`src/elpc_regs.vh`:
```
// Register map, field layout, reset values and timing constants of the amplifier control block
// Summary of operation
// - LNA pin active level is high when polarity bit is 1, low when 0.
// - LNA control signal reaches the pin only while the pin enable bit is set.
// - Five-bit LNA settle field sets wait in 1 us steps, no offset.
// - LNA and receiver start together; reception valid after the longer settle.
// - Top bit of LNA config is reserved; host writes zero, reads return zero.
// - CSMA sending steps power modes autonomously, switching PA and LNA as needed.
// - Deep sleep keeps all register contents and calibration state.
// - LNA pin goes active while receive path needs it, inactive otherwise.
// - PA pin goes active while transmission needs it, inactive otherwise.
// - Radio state field reports 111 TX+PA, 110 RX+LNA, 101 synth+PA/LNA.
// - Wait PA settle field in 1 us steps after PA on before medium access.
`ifndef ELPC_REGS_VH
`define ELPC_REGS_VH

// ************************************************************
// Register byte addresses (index times four)
// ************************************************************
`define ELPC_IDX_OPERATION_STATUS   8'h02
`define ELPC_IDX_TX2ACC     8'h3c
`define ELPC_IDX_EXT_PA_CONFIG      8'h3d
`define ELPC_IDX_EXT_LNA_CONFIG     8'h3e
`define ELPC_IDX_CTRL       8'h40
`define ELPC_ADDR_OPERATION_STATUS  10'h008
`define ELPC_ADDR_TX2ACC    10'h0f0
`define ELPC_ADDR_EXT_PA_CONFIG     10'h0f4
`define ELPC_ADDR_EXT_LNA_CONFIG    10'h0f8
`define ELPC_ADDR_CTRL      10'h100

// ************************************************************
// Fields and reset values
// ************************************************************
`define ELPC_POL_BIT        6
`define ELPC_EN_BIT         5
`define ELPC_DLY_MSB        4
`define ELPC_CFG_MASK       8'h7f
`define ELPC_TX2ACC_MASK    8'h1f
`define ELPC_EXT_LNA_CONFIG_RST     8'h04
`define ELPC_EXT_PA_CONFIG_RST      8'h04
`define ELPC_TX2ACC_RST     8'h03
`define ELPC_CTRL_RST       8'h00
`define ELPC_CTRL_TXREQ     0
`define ELPC_CTRL_RXREQ     1
`define ELPC_CTRL_SLEEP     2

// ************************************************************
// Radio state encodings
// ************************************************************
`define ELPC_RF_IDLE        3'h0
`define ELPC_RF_SYNTH_AMP   3'h5
`define ELPC_RF_RX_LNA      3'h6
`define ELPC_RF_TX_PA       3'h7
`define ELPC_RF_SYNTH       3'h1
`define ELPC_RF_RX          3'h2
`define ELPC_RF_TX          3'h3
`define ELPC_RF_SLEEP       3'h4

// ************************************************************
// Timing
// ************************************************************
`define ELPC_CLK_MHZ        250
`define ELPC_STEP_NS        1000
`define ELPC_CLK_NS         4
`define ELPC_STEP_CYC       (`ELPC_STEP_NS / `ELPC_CLK_NS)
`define ELPC_RX_SETTLE_US   5'h02

`endif

```
`src/elpc_top.v`:
```
// External LNA/PA front-end control with Wishbone register access
`timescale 1ns/1ps
`include "elpc_regs.vh"
module elpc_top #(
   parameter STEP_CYC = `ELPC_STEP_CYC
) (
   input  wire        clk_i,
   input  wire        rst_i,
   input  wire        cyc_i,
   input  wire        stb_i,
   input  wire        we_i,
   input  wire [9:0]  adr_i,
   input  wire [3:0]  sel_i,
   input  wire [31:0] dat_i,
   output reg  [31:0] dat_o,
   output reg         ack_o,
   output wire        err_o,
   input  wire        rx_settled_i,
   output reg         lna_pin_o,
   output reg         pa_pin_o,
   output wire        rx_valid_o,
   output wire        tx_access_o,
   output wire [2:0]  radio_state_o
);
   // ************************************************************
   // Registers
   // ************************************************************
   reg  [7:0] ext_lna_config;
   reg  [7:0] ext_pa_config;
   reg  [7:0] tx_powerup_to_access;
   reg  [7:0] seq_ctrl;
   reg  [2:0] radio_state_field;
   reg        rx_settled_s1;
   reg        rx_settled_s2;

   wire lna_polarity       = ext_lna_config[`ELPC_POL_BIT];
   wire lna_pin_enable     = ext_lna_config[`ELPC_EN_BIT];
   wire [4:0] lna_settle_delay   = ext_lna_config[`ELPC_DLY_MSB:0];
   wire pa_polarity        = ext_pa_config[`ELPC_POL_BIT];
   wire pa_pin_enable      = ext_pa_config[`ELPC_EN_BIT];
   wire [4:0] pa_settle_to_access = ext_pa_config[`ELPC_DLY_MSB:0];
   wire [4:0] tx_settle_to_access = tx_powerup_to_access[`ELPC_DLY_MSB:0];
   wire tx_req  = seq_ctrl[`ELPC_CTRL_TXREQ];
   wire rx_req  = seq_ctrl[`ELPC_CTRL_RXREQ];
   wire sleep   = seq_ctrl[`ELPC_CTRL_SLEEP];

   // ************************************************************
   // Wishbone slave, one wait state, byte lane 0 only
   // ************************************************************
   wire req     = cyc_i && stb_i && !ack_o;
   wire wr_lane = req && we_i && sel_i[0];
   reg  [7:0] rd_byte;
   assign err_o = 1'b0;

   always @* begin
      case (adr_i)
         `ELPC_ADDR_OPERATION_STATUS: rd_byte = {5'h00, radio_state_field};
         `ELPC_ADDR_TX2ACC:   rd_byte = tx_powerup_to_access;
         `ELPC_ADDR_EXT_PA_CONFIG:    rd_byte = ext_pa_config;
         `ELPC_ADDR_EXT_LNA_CONFIG:   rd_byte = ext_lna_config;
         `ELPC_ADDR_CTRL:     rd_byte = seq_ctrl;
         default:             rd_byte = 8'h00;
      endcase
   end

   // Sleep only gates sequencing; registers keep their values through it
   always @(posedge clk_i) begin
      if (rst_i) begin
         ack_o                <= 1'b0;
         dat_o                <= 32'h0000_0000;
         ext_lna_config       <= `ELPC_EXT_LNA_CONFIG_RST;
         ext_pa_config        <= `ELPC_EXT_PA_CONFIG_RST;
         tx_powerup_to_access <= `ELPC_TX2ACC_RST;
         seq_ctrl             <= `ELPC_CTRL_RST;
      end else begin
         ack_o <= req;
         dat_o <= req ? {24'h000000, rd_byte} : 32'h0000_0000;
         if (wr_lane) begin
            case (adr_i)
               `ELPC_ADDR_EXT_LNA_CONFIG: ext_lna_config <= dat_i[7:0] & `ELPC_CFG_MASK;
               `ELPC_ADDR_EXT_PA_CONFIG:  ext_pa_config  <= dat_i[7:0] & `ELPC_CFG_MASK;
               `ELPC_ADDR_TX2ACC: tx_powerup_to_access <= dat_i[7:0] & `ELPC_TX2ACC_MASK;
               `ELPC_ADDR_CTRL:   seq_ctrl <= dat_i[7:0] & 8'h07;
               default:           seq_ctrl <= seq_ctrl;
            endcase
         end
      end
   end

   // ************************************************************
   // Autonomous power-mode sequencer
   // ************************************************************
   localparam S_IDLE   = 3'h0;
   localparam S_TXUP   = 3'h1;
   localparam S_TXGO   = 3'h2;
   localparam S_RXUP   = 3'h3;
   localparam S_RXGO   = 3'h4;
   localparam S_SLEEP  = 3'h5;

   reg  [2:0] state;
   reg  [2:0] next_state;
   reg        tmr_start;
   reg  [4:0] tmr_steps;
   wire       tmr_done;

   elpc_settle_timer #(.STEP_CYC(STEP_CYC)) u_timer (
      .clk_i   (clk_i),
      .rst_i   (rst_i),
      .start_i (tmr_start),
      .steps_i (tmr_steps),
      .done_o  (tmr_done)
   );

   // Receiver settle is its own input; the LNA wait counts only when the pin is driven
   wire [4:0] rx_wait = lna_pin_enable ? lna_settle_delay : 5'h00;
   // With PA used, medium access waits the longer of TX and PA settle
   wire [4:0] tx_wait = (pa_pin_enable && pa_settle_to_access > tx_settle_to_access) ?
                        pa_settle_to_access : tx_settle_to_access;

   always @* begin
      next_state = state;
      tmr_start  = 1'b0;
      tmr_steps  = 5'h00;
      case (state)
         S_IDLE: begin
            if (sleep) begin
               next_state = S_SLEEP;
            end else if (tx_req) begin
               next_state = S_TXUP;
               tmr_start  = 1'b1;
               tmr_steps  = tx_wait;
            end else if (rx_req) begin
               next_state = S_RXUP;
               tmr_start  = 1'b1;
               tmr_steps  = rx_wait;
            end
         end
         S_TXUP: begin
            if (!tx_req) begin
               next_state = S_IDLE;
            end else if (tmr_done) begin
               next_state = S_TXGO;
            end
         end
         S_TXGO: begin
            if (!tx_req) begin
               next_state = rx_req ? S_RXUP : S_IDLE;
               tmr_start  = rx_req;
               tmr_steps  = rx_wait;
            end
         end
         S_RXUP: begin
            if (!rx_req) begin
               next_state = S_IDLE;
            end else if (tmr_done && rx_settled_s2) begin
               next_state = S_RXGO;
            end
         end
         S_RXGO: begin
            if (!rx_req) begin
               next_state = S_IDLE;
            end
         end
         S_SLEEP: begin
            if (!sleep) begin
               next_state = S_IDLE;
            end
         end
         default: next_state = S_IDLE;
      endcase
   end

   always @(posedge clk_i) begin
      if (rst_i) begin
         state         <= S_IDLE;
         rx_settled_s1 <= 1'b0;
         rx_settled_s2 <= 1'b0;
      end else begin
         state         <= next_state;
         rx_settled_s1 <= rx_settled_i;
         rx_settled_s2 <= rx_settled_s1;
      end
   end

   // ************************************************************
   // Pins and status
   // ************************************************************
   wire lna_need = (state == S_RXUP) || (state == S_RXGO);
   wire pa_need  = (state == S_TXUP) || (state == S_TXGO);
   wire lna_on   = lna_need && lna_pin_enable;
   wire pa_on    = pa_need && pa_pin_enable;

   // Pins rest at the inactive level of the reset polarity, so no amplifier switches on during reset
   localparam [7:0] LNA_CFG_RST = `ELPC_EXT_LNA_CONFIG_RST;
   localparam [7:0] PA_CFG_RST  = `ELPC_EXT_PA_CONFIG_RST;

   always @(posedge clk_i) begin
      if (rst_i) begin
         lna_pin_o         <= ~LNA_CFG_RST[`ELPC_POL_BIT];
         pa_pin_o          <= ~PA_CFG_RST[`ELPC_POL_BIT];
         radio_state_field <= `ELPC_RF_IDLE;
      end else begin
         lna_pin_o <= lna_on ? lna_polarity : ~lna_polarity;
         pa_pin_o  <= pa_on ? pa_polarity : ~pa_polarity;
         case (state)
            S_TXGO:  radio_state_field <= pa_on ? `ELPC_RF_TX_PA : `ELPC_RF_TX;
            S_RXGO:  radio_state_field <= lna_on ? `ELPC_RF_RX_LNA : `ELPC_RF_RX;
            S_TXUP,
            S_RXUP:  radio_state_field <= (pa_on || lna_on) ? `ELPC_RF_SYNTH_AMP : `ELPC_RF_SYNTH;
            S_SLEEP: radio_state_field <= `ELPC_RF_SLEEP;
            default: radio_state_field <= `ELPC_RF_IDLE;
         endcase
      end
   end

   assign rx_valid_o    = (state == S_RXGO);
   assign tx_access_o   = (state == S_TXGO);
   assign radio_state_o = radio_state_field;
endmodule

```
`src/elpc_settle_timer.v`:
```
// Microsecond settle timer: counts a loaded number of 1 us steps
`timescale 1ns/1ps
module elpc_settle_timer #(
   parameter STEP_CYC = 250
) (
   input  wire       clk_i,
   input  wire       rst_i,
   input  wire       start_i,
   input  wire [4:0] steps_i,
   output wire       done_o
);
   reg [4:0] steps;
   reg [8:0] tick;

   // Zero steps means ready at once: the field has no offset
   assign done_o = (steps == 5'h00) && !start_i;

   always @(posedge clk_i) begin
      if (rst_i) begin
         steps <= 5'h00;
         tick  <= 9'h000;
      end else if (start_i) begin
         steps <= steps_i;
         tick  <= 9'h000;
      end else if (steps != 5'h00) begin
         if (tick == STEP_CYC - 1) begin
            tick  <= 9'h000;
            steps <= steps - 5'h01;
         end else begin
            tick <= tick + 9'h001;
         end
      end
   end
endmodule

```
`config.mk`:
```
export PLATFORM = sky130hd
export DESIGN_NAME = elpc_top
export DESIGN_NICKNAME = d
export VERILOG_FILES = /design/src/elpc_top.v /design/src/elpc_settle_timer.v
export VERILOG_INCLUDE_DIRS = /design/src
export SDC_FILE = /design/constraint.sdc
export NUM_CORES = 1
export LEC_CHECK = 0
export ABC_AREA = 1
export BUFFER_PORTS_ARGS = -buffer_cell sky130_fd_sc_hd__clkbuf_2
export CAP_MARGIN = 30
export CORE_ASPECT_RATIO = 0.7
export CORE_MARGIN = 4
export CORE_UTILIZATION = 42
export DETAILED_ROUTE_END_ITERATION = 6
export PLACE_DENSITY = 0.77
export SKIP_LAST_GASP = 1
export SLEW_MARGIN = 25
export SYNTH_ARGS = -nofsm -noshare
export SYNTH_HDL_FRONTEND = slang
export SYNTH_HIERARCHICAL = 1
export SYNTH_SLANG_ARGS = --single-unit
export TNS_END_PERCENT = 20
```
`constraint.sdc`:
```
create_clock -name clk_i -period 2.5 [get_ports clk_i]
set_clock_uncertainty 0.2 [all_clocks]
set_input_delay 0.25 -clock clk_i [delete_from_list [all_inputs] [get_ports clk_i]]
set_output_delay 0.25 -clock clk_i [all_outputs]
set_load 0.05 [all_outputs]
```
==> summary.txt, run 1 <==
Max VDD drop - 0.000408 V
Compound-Gate Fraction of Synth Area - 9.90%
Synth Warn # - 6
pwr dens - 584 nW/um^2
Netlist cell types - 36
placed instance count - 610
TritonCTS Buffers - 5
core box area - 7420 um^2
Cell Int Power - 0.00134 W
Root Buffer - clkbuf_8
critical path's largest stage delay - 340 ps
number of synthesized register bits - 54
WHS Path Cells - 3
Final Cycle Share - 91.9%
Clock Latency Late Sink - 320 ps
# H-tree levels - 2
Die H - 81.6 um
post-synthesis sequential area ratio - 33.3%
Psw - 0.000755 W
Clk network pwr share - 30.4%
combinational share of power - 25.1%
Final setup viols - 0
CP Class - flip-flop to flip-flop
Hold Vio Cnt, Final - 1
maximum achievable frequency - 0.435 GHz
DR vias - 3050
synthesized-area fraction occupied by and/or/nand/nor cells - 37.7%
Setup crit end kind - flip-flop
Cell Area, Synth - 3250 um^2
critical path peak fanout - 6
IO Count - 93
GPL Wtd Cong - 0.954
Tmin final - 2300 ps
Seq pwr share - 44.5%
n_diodes - 0
Layout Nets - 582
Max-Cap Viols - 0
Crit-path slowest cell - dfxtp_1
first-pass GRT wire length - 12700 um
Post-Synth Adder-Cell Area - 3.08%
failing checks - hold timing
crit start category - flip-flop
Finished Core Util - 48.3%
most frequent cells in the layout - nand2_1, nor2_1, inv_1, dfxtp_1, nand3_1
drt wl/cell - 12.2 um
outcome - complete, but fails checks
Async S/R FF share, synth - 0%
main combinational cell family by area after synthesis - simple AND/OR/NAND/NOR gates
hold_ws - -2.04 ps
PortBufs - 38
Initial Util - 43.8%
Area Overhead vs Synth - 10.2%
share of cells above drive strength 1 - 16.4%
Crit path depth - 14
reg2reg setup slack - 200 ps
Die ar. - 9230 um^2
Post-synth EDFFs - 0
Worst-path clk slew - 100 ps
initial antenna violation count - 0
maximum root-to-sink buffer count - 2
initial drt markers - 192
Rows - 26
most frequent CP cell - nand2_1
Bufs and invs on worst path - 1
CTS tree - built
non-filler instance count after layout - 621
Post-DP HPWL - 5900 um
synthesized area per cell - 6.78 um^2
Pre-antenna DRT Iters - 5
Die X - 113 um
Overflow after GRT - 0
xor/xnor cell area share of the yosys netlist - 0.809%
final slew viol count - 0
delay-heaviest family, CP - simple AND/OR/NAND/NOR gates
setup TNS - 0 ps
cells on worst reg2reg path - 14
top_reg_cell synth - dfxtp_1
most common cell after layout, fill and taps aside - nand2_1
Pleak - 1.77 nW
largest net degree at the start of global routing - 28
post-route ant nets - 0
crit-path cells - inv_1 > ha_1 > nand2_1 > nor2_1 > nand2_1 > nand3_1 > nand2_1 > nand2_1 > nand3_1 > a21oi_1 > nand2_1 > o21ai_0 > nor2_2 > nor2_1
mux contribution to synthesized area - 0%
number of remaining DRC errors - 0
Overall Global Routing Usage - 16.8%
vias in the first global route - 2758
min-delay worst type - input port to flip-flop
worst path required time - 2550 ps
CP arrival - 2350 ps
switching share of power - 36.1%
clock sink count - 54
vias per cell - 4.91
DRT Wirelength - 7580 um
unrepaired setup endpoints after global routing - false
Mapped Cells - 479
==> power by group through the flow <==
stage	clock, W	sequential, W	combinational [W]
6_report	0.000636	0.000931	0.000525
5_1_grt	0.000676	0.000933	0.000575
4_1_cts	0.000640	0.000930	0.000518
3_3_place_gp	0	0.000949	0.000503
3_5_place_dp	0	0.000949	0.000512
2_1_floorplan	0	0.000992	0.000386
==> layer usage <==
metal / share of wire [%] / up-vias / wire (um) / GRT usage [%]
met5: 0 / - / 0 / 0
li1: - / 1554 / - / -
met3: 9.8 / 16 / 741 / 3.90
met4: 1.5 / 0 / 115 / 5.04
met2: 39 / 125 / 2990 / 25.9
met1: 49 / 1355 / 3740 / 23.5
==> area by class of cell <==
class | count | area [um^2]
repair buffers | 43 | 235
fillers | 753 | 3840
well taps | 98 | 123
clock inverters | 2 | 38.8
clock buffers | 6 | 82.6
multi-input cells | 353 | 1770
flip-flops and latches | 54 | 1080
inverters | 65 | 248
==> path summary, 6_finish.rpt <==
check | from | to
hold reg to reg | rx_settled_s1 | rx_settled_s2
hold / removal | dat_i[6] | ext_lna_config[6]
setup / recovery | tx_powerup_to_access[2] | u_timer/steps[1]
setup reg to reg | tx_powerup_to_access[2] | u_timer/steps[1]
==> cells in the mapped netlist, types with 2 or more instances <==
| cell | count | area (um^2) |
|---|---|---|
| nor2_2 | 7 | 43.8 |
| nand3_1 | 43 | 215 |
| nand4_1 | 8 | 50.1 |
| buf_6 | 3 | 33.8 |
| nand3b_1 | 2 | 15.0 |
| buf_2 | 3 | 15.0 |
| o21ai_0 | 23 | 115 |
| dfxtp_1 | 54 | 1080 |
| o211ai_1 | 5 | 37.5 |
| o21ai_1 | 3 | 15.0 |
| nand2_4 | 5 | 56.3 |
| nand2_2 | 4 | 25.0 |
| xor2_1 | 3 | 26.3 |
| inv_1 | 56 | 210 |
| nand3_4 | 2 | 35.0 |
| nor2_4 | 7 | 78.8 |
| nand2_1 | 95 | 357 |
| buf_4 | 26 | 195 |
| nor3_1 | 3 | 15.0 |
| o21bai_1 | 2 | 15.0 |
| a21oi_1 | 20 | 100 |
| inv_2 | 6 | 22.5 |
| ha_1 | 8 | 100 |
| nor2_1 | 79 | 297 |
==> cells by family (layout without fill, tap and decap cells) <==
logic type,count (synthesis),in the layout
AOI/OAI and AO/OA,58,58
xor gates and xnor gates,3,3
adders and majority gates,8,8
buffers and inverters,97,116
DFF,54,54
other,1,26
and+or+nand+nor,258,258
==> registers in the layout, indices dropped and copies added, names as in the netlist <==
| register | cells |
|---|---|
| tx_powerup_to_access | 5 |
| radio_state_o | 3 |
| u_timer/steps | 5 |
| rx_settled_s2 | 1 |
| rx_settled_s1 | 1 |
| seq_ctrl | 3 |
| lna_pin_o | 1 |
| ext_pa_config | 7 |
| ext_lna_config | 7 |
| pa_pin_o | 1 |
| state | 3 |
| dat_o | 7 |
| u_timer/tick | 9 |
| ack_o | 1 |
==> worst reg2reg max path, cell delays in order (launching register included) <==
cell and delay, ps:
dfxtp_1 340, inv_1 80, ha_1 300, nand2_1 60, nor2_1 150, nand2_1 70
nand3_1 190, nand2_1 160, nand2_1 90, nand3_1 70, a21oi_1 200, nand2_1 70
o21ai_0 90, nor2_2 60, nor2_1 90
==> timing repair <==
| action | in CTS | in global routing |
|---|---|---|
| hold buffers | 3 | 0 |
| resized for setup | 0 | 1 |
| endpoints found under the hold margin | 5 | 0 |
| buffers inserted | 0 | 0 |
| endpoints found under the setup margin | 0 | 4 |
==> per-stage QoR <==
step | hold slack (ps) | setup slack [ps] | cell area, um^2 | total power (W)
floorplan | 112 | 245 | 3340 | 0.00138
global placement | 210 | 253 | 3430 | 0.00145
detailed placement | 215 | 186 | 3430 | 0.00146
CTS | 6.88 | 161 | 3580 | 0.00209
global route | 5.18 | 25.0 | 3580 | 0.00218
finish | -2.04 | 204 | 3580 | 0.00209
Power figures use the tool's default switching activity.
==> run 2: changes to the inputs <==
Settings changed: BUFFER_PORTS_ARGS -buffer_cell sky130_fd_sc_hd__clkbuf_2 to not set, DONT_BUFFER_PORTS set to 1, PLACE_DENSITY 0.77 to 0.66.
==> summary.txt, run 2 (synthesized netlist as in run 1, its figures left out) <==
Pleak - 1.64 nW (-7.3%)
DRT Wirelength - 7730 um (+2.0%)
worst-margin pin slew - 661 ps
clock sink count - 54 (unchanged)
critical path peak fanout - 6 (unchanged)
grt met3 use - 4.42% (+0.52 points)
setup TNS - 0 ps (unchanged)
pwr dens - 568 nW/um^2 (-2.7%)
Worst-path clk slew - 100 ps (about the same)
final slew viol count - 0 (unchanged)
Die X - 113 um (unchanged)
GPL Wtd Cong - 0.943 (-1.2%)
CTS tree - built
maximum root-to-sink buffer count - 2 (unchanged)
IO Count - 93 (unchanged)
initial drt markers - 258 (+34%)
Setup crit end kind - flip-flop
Die H - 81.6 um (unchanged)
met2 usage - 23.9% (-2.0 points)
vias in the first global route - 2595 (-5.9%)
share of cells above drive strength 1 - 10.5% (-6.0 points)
Hold Vio Cnt, Final - 0 (-1)
core box area - 7420 um^2 (unchanged)
maximum achievable frequency - 0.443 GHz (+1.7%)
Initial Util - 43.8% (unchanged)
post-route setup slack - 243 ps (+39.3 ps)
initial antenna violation count - 0 (unchanged)
PortBufs - 0 (-100%)
outcome - completed
Reg with most FFs - u_timer/tick
Max-Cap Viols - 0 (unchanged)
Pre-antenna DRT Iters - 5 (unchanged)
Layout Nets - 555 (-4.6%)
Max VDD drop - 0.000311 V (-24%)
DR vias - 2945 (-3.4%)
number of remaining DRC errors - 0 (unchanged)
DP Worst Slack - 197 ps (+11.1 ps)
Post-DP HPWL - 5910 um (+0.29%)
Root Buffer - clkbuf_8
vias per cell - 4.96 (+0.95%)
crit start category - flip-flop
first-pass GRT wire length - 12500 um (-1.4%)
slew margin rel. - 55.6%
Largest register FFs - 9 (unchanged)
TritonCTS Buffers - 5 (unchanged)
unrepaired setup endpoints after global routing - false
Overflow after GRT - 0 (unchanged)
most frequent cells in the layout - nand2_1, nor2_1, inv_1, dfxtp_1, nand3_1
Area Overhead vs Synth - 6.93%
worst path required time - 2540 ps (about the same)
# H-tree levels - 2 (unchanged)
drt wl/cell - 13.0 um (+6.7%)
most common cell after layout, fill and taps aside - nand2_1
global-route met1 utilization - 24.7% (+1.3 points)
post-route ant nets - 0 (unchanged)
min-delay worst type - input port to flip-flop
Overall Global Routing Usage - 16.7% (-0.061 points)
largest net degree at the start of global routing - 25 (-11%)
Die ar. - 9230 um^2 (unchanged)
n_diodes - 0 (unchanged)
Clock Latency Late Sink - 310 ps (about the same)
grt peak-use layer - met1
Rows - 26 (unchanged)
Tmin final - 2260 ps (-39.3 ps)
# Post-CTS Setup Buffers - 0 (unchanged)
Final Cycle Share - 90.3% (-1.6 points)
Final setup viols - 0 (unchanged)
CP Class - flip-flop to flip-flop
CP arrival - 2300 ps (-50 ps)
-- run 2: layout make-up --
type	instances	area, um^2
Clock buffer	6	82.6
Fill cell	788	3940
Sequential cell	54	1080
Multi-Input combinational cell	353	1780
Tap cell	98	123
Clock inverter	2	16.3
Inverter	65	248
Timing Repair Buffer	16	148
-- run 2: worst paths after layout --
path	start	endpoint	slack [ps]	cells past startpoint
setup reg to reg	tx_powerup_to_access[2]	u_timer/steps[0]	240	14
hold reg to reg	rx_settled_s1	rx_settled_s2	210	2
hold / removal	we_i	tx_powerup_to_access[0]	80	4
setup / recovery	tx_powerup_to_access[2]	u_timer/steps[0]	240	14
-- run 2: where the power goes --
part           internal [W]  switching (W)
logic              0.000107       0.000357
clock network      0.000229       0.000300
registers          0.000895      0.0000851
total               0.00123       0.000742
-- run 2: worst max-delay path, stage by stage, from the launching register on --
cell and delay [ps]:
dfxtp_1 340, inv_1 80, ha_1 300, nand2_1 60, nor2_1 140, nand2_1 70
nand3_1 190, nand2_2 130, nand2_1 80, nand3_1 60, a21oi_1 170, nand2_1 60
o21ai_0 110, nand2_2 90, a21oi_2 110
-- run 2: metrics by stage --
stage          hold WS, ps  std cells  total power (W)  util, %  area, um^2
5_1_grt               75.7        594          0.00207     46.8        3470
3_5_place_dp           117        575          0.00144     43.9        3260
3_3_place_gp           116        575          0.00143     43.9        3260
6_report              77.2        594          0.00197     46.8        3470
2_1_floorplan          112        504          0.00138        -        3340
4_1_cts               73.4        594          0.00198     46.7        3470
-- run 2: per-layer routing --
layer	up-vias	wire, um
li1	1495	-
met1	1320	3900
met2	122	3020
met3	8	728
met4	0	75
met5	-	0
-- run 2: what timing repair did --
item	4_1_cts	5_1_grt
setup endpoints to repair	0	3
hold buffers	11	0
hold endpoints to repair	40	0
gates resized for setup	0	2
==> run 3: changes to the inputs <==
==> constraint.sdc (replaced) <==
create_clock -name clk_i -period 2.5 [get_ports clk_i]
set_clock_uncertainty 0.2 [all_clocks]
set_input_delay 0.125 -clock clk_i [delete_from_list [all_inputs] [get_ports clk_i]]
set_output_delay 0.125 -clock clk_i [all_outputs]
set_load 0.05 [all_outputs]
==> summary.txt, run 3 (synthesized netlist as in run 1, its figures left out) <==
Post-DP HPWL - 5850 um (-1.1%)
TritonCTS Buffers - 5 (unchanged)
worst-margin pin slew - 736 ps (+74.8 ps)
vias in the first global route - 2647 (+2.0%)
Final Cycle Share - 91.1% (+0.85 points)
Finished Core Util - 47.1% (+0.27 points)
worst path required time - 2500 ps (-40 ps)
CP Class - input port to flip-flop
most common cell after layout, fill and taps aside - nand2_1
Initial Util - 43.8% (unchanged)
Layout fillers - 753 (-4.4%)
Rows - 26 (unchanged)
Die H - 81.6 um (unchanged)
number of remaining DRC errors - 0 (unchanged)
initial antenna violation count - 0 (unchanged)
Setup crit end kind - flip-flop
Area Overhead vs Synth - 7.55%
vias per cell - 4.92 (-0.67%)
DRT Wirelength - 7760 um (+0.43%)
maximum achievable frequency - 0.439 GHz (-0.94%)
Pre-antenna DRT Iters - 5 (unchanged)
post-route setup slack - 222 ps (-21.3 ps)
initial drt markers - 252 (-2.3%)
unrepaired setup endpoints after global routing - false
Largest register FFs - 9 (unchanged)
Overall Global Routing Usage - 17.0% (+0.27 points)
maximum root-to-sink buffer count - 2 (unchanged)
crit start category - input port
Die ar. - 9230 um^2 (unchanged)
Worst-path clk slew - 110 ps (about the same)
Max-Cap Viols - 0 (unchanged)
first-pass GRT wire length - 12700 um (+1.4%)
Reg with most FFs - u_timer/tick
GPL Wtd Cong - 0.909 (-3.5%)
Pleak - 1.64 nW (+0.36%)
most frequent cells in the layout - nand2_1, nor2_1, inv_1, dfxtp_1, nand3_1
Hold Vio Cnt, Final - 0 (unchanged)
Overflow after GRT - 0 (unchanged)
Layout Nets - 557 (+0.36%)
n_diodes - 0 (unchanged)
pwr dens - 567 nW/um^2 (-0.24%)
Root Buffer - clkbuf_8
post-route ant nets - 0 (unchanged)
largest net degree at the start of global routing - 28 (+12%)
share of cells above drive strength 1 - 10.0% (-0.44 points)
overall power - 0.00198 W (+0.34%)
DP Worst Slack - 224 ps (+26.2 ps)
post-route cell area - 3490 um^2 (+0.58%)
Die X - 113 um (unchanged)
Max VDD drop - 0.000316 V (+1.6%)
slew margin rel. - 50.6% (-5.0 points)
Final setup viols - 0 (unchanged)
# H-tree levels - 2 (unchanged)
PortBufs - 0 (unchanged)
final slew viol count - 0 (unchanged)
clock sink count - 54 (unchanged)
# Post-CTS Setup Buffers - 0 (unchanged)
drt wl/cell - 13.0 um (about the same)
Clock Latency Late Sink - 310 ps (about the same)
CTS tree - built
CP arrival - 2280 ps (-20 ps)
setup TNS - 0 ps (unchanged)
DR vias - 2935 (-0.34%)
min-delay worst type - input port to flip-flop
critical path peak fanout - 8 (+2)
DP Area - 3250 um^2 (-0.23%)
core box area - 7420 um^2 (unchanged)
IO Count - 93 (unchanged)
Tmin final - 2280 ps (+21.3 ps)
outcome - completed
[run 3: changes by cell type in the layout (fill, tap and decap cells not counted), sizes merged]
cell	change
buf	-1
dlygate4sd3	+3
[run 3: critical path, cell delays in order]
cell           delay (ps)
dlygate4sd3_1         520
nand2_1                50
dlygate4sd3_1         590
nor2_4                250
nand4_1               380
o21ai_0               300
a21oi_1                70
[run 3: worst paths after layout]
path                                start                       to  slack (ps)  cells past startpoint
setup / recovery                     we_i  tx_powerup_to_access[2]         220                      7
hold / removal                      stb_i  tx_powerup_to_access[1]          20                      4
setup reg to reg  tx_powerup_to_access[4]         u_timer/steps[0]         260                     14
hold reg to reg             rx_settled_s1            rx_settled_s2         220                      2
[run 3: final cells by class]
class,count,area (um^2),area share [%]
Sequential cell,54,1080,30.9
Clock inverter,2,16.3,0.466
Inverter,65,248,7.09
Multi-Input combinational cell,353,1770,50.8
Timing Repair Buffer,18,170,4.87
Clock buffer,6,82.6,2.36
Tap cell,98,123,3.51
[run 3: repair_timing]
item,CTS,global route
hold buffers,14,0
endpoints found under the hold margin,50,0
gates resized for setup,0,1
setup endpoints to repair,0,3
[run 3: report_power, final]
| part | leakage (nW) | switching (W) | internal (W) |
|---|---|---|---|
| Clock | 0.0478 | 0.000304 | 0.000229 |
| Combinational | 1.16 | 0.000357 | 0.000109 |
| Sequential | 0.437 | 0.0000854 | 0.000895 |
| Total | 1.64 | 0.000746 | 0.00123 |
[run 3: per-stage QoR]
stage | std cells | hold WS, ps
global placement | 574 | -9.35
detailed placement | 574 | -8.26
finish | 596 | 19.9
CTS | 596 | 11.6
floorplan | 504 | -12.6
global route | 596 | 32.5
[run 3: layer usage]
metal | wire length (um) | vias to the layer above | share of wire, % | global-route usage (%)
met5 | 0 | - | 0 | 0
met4 | 74 | 0 | 0.95 | 4.20
met3 | 718 | 6 | 9.2 | 5.23
met2 | 3030 | 122 | 39 | 24.1
met1 | 3940 | 1296 | 51 | 24.9
li1 | - | 1511 | - | -
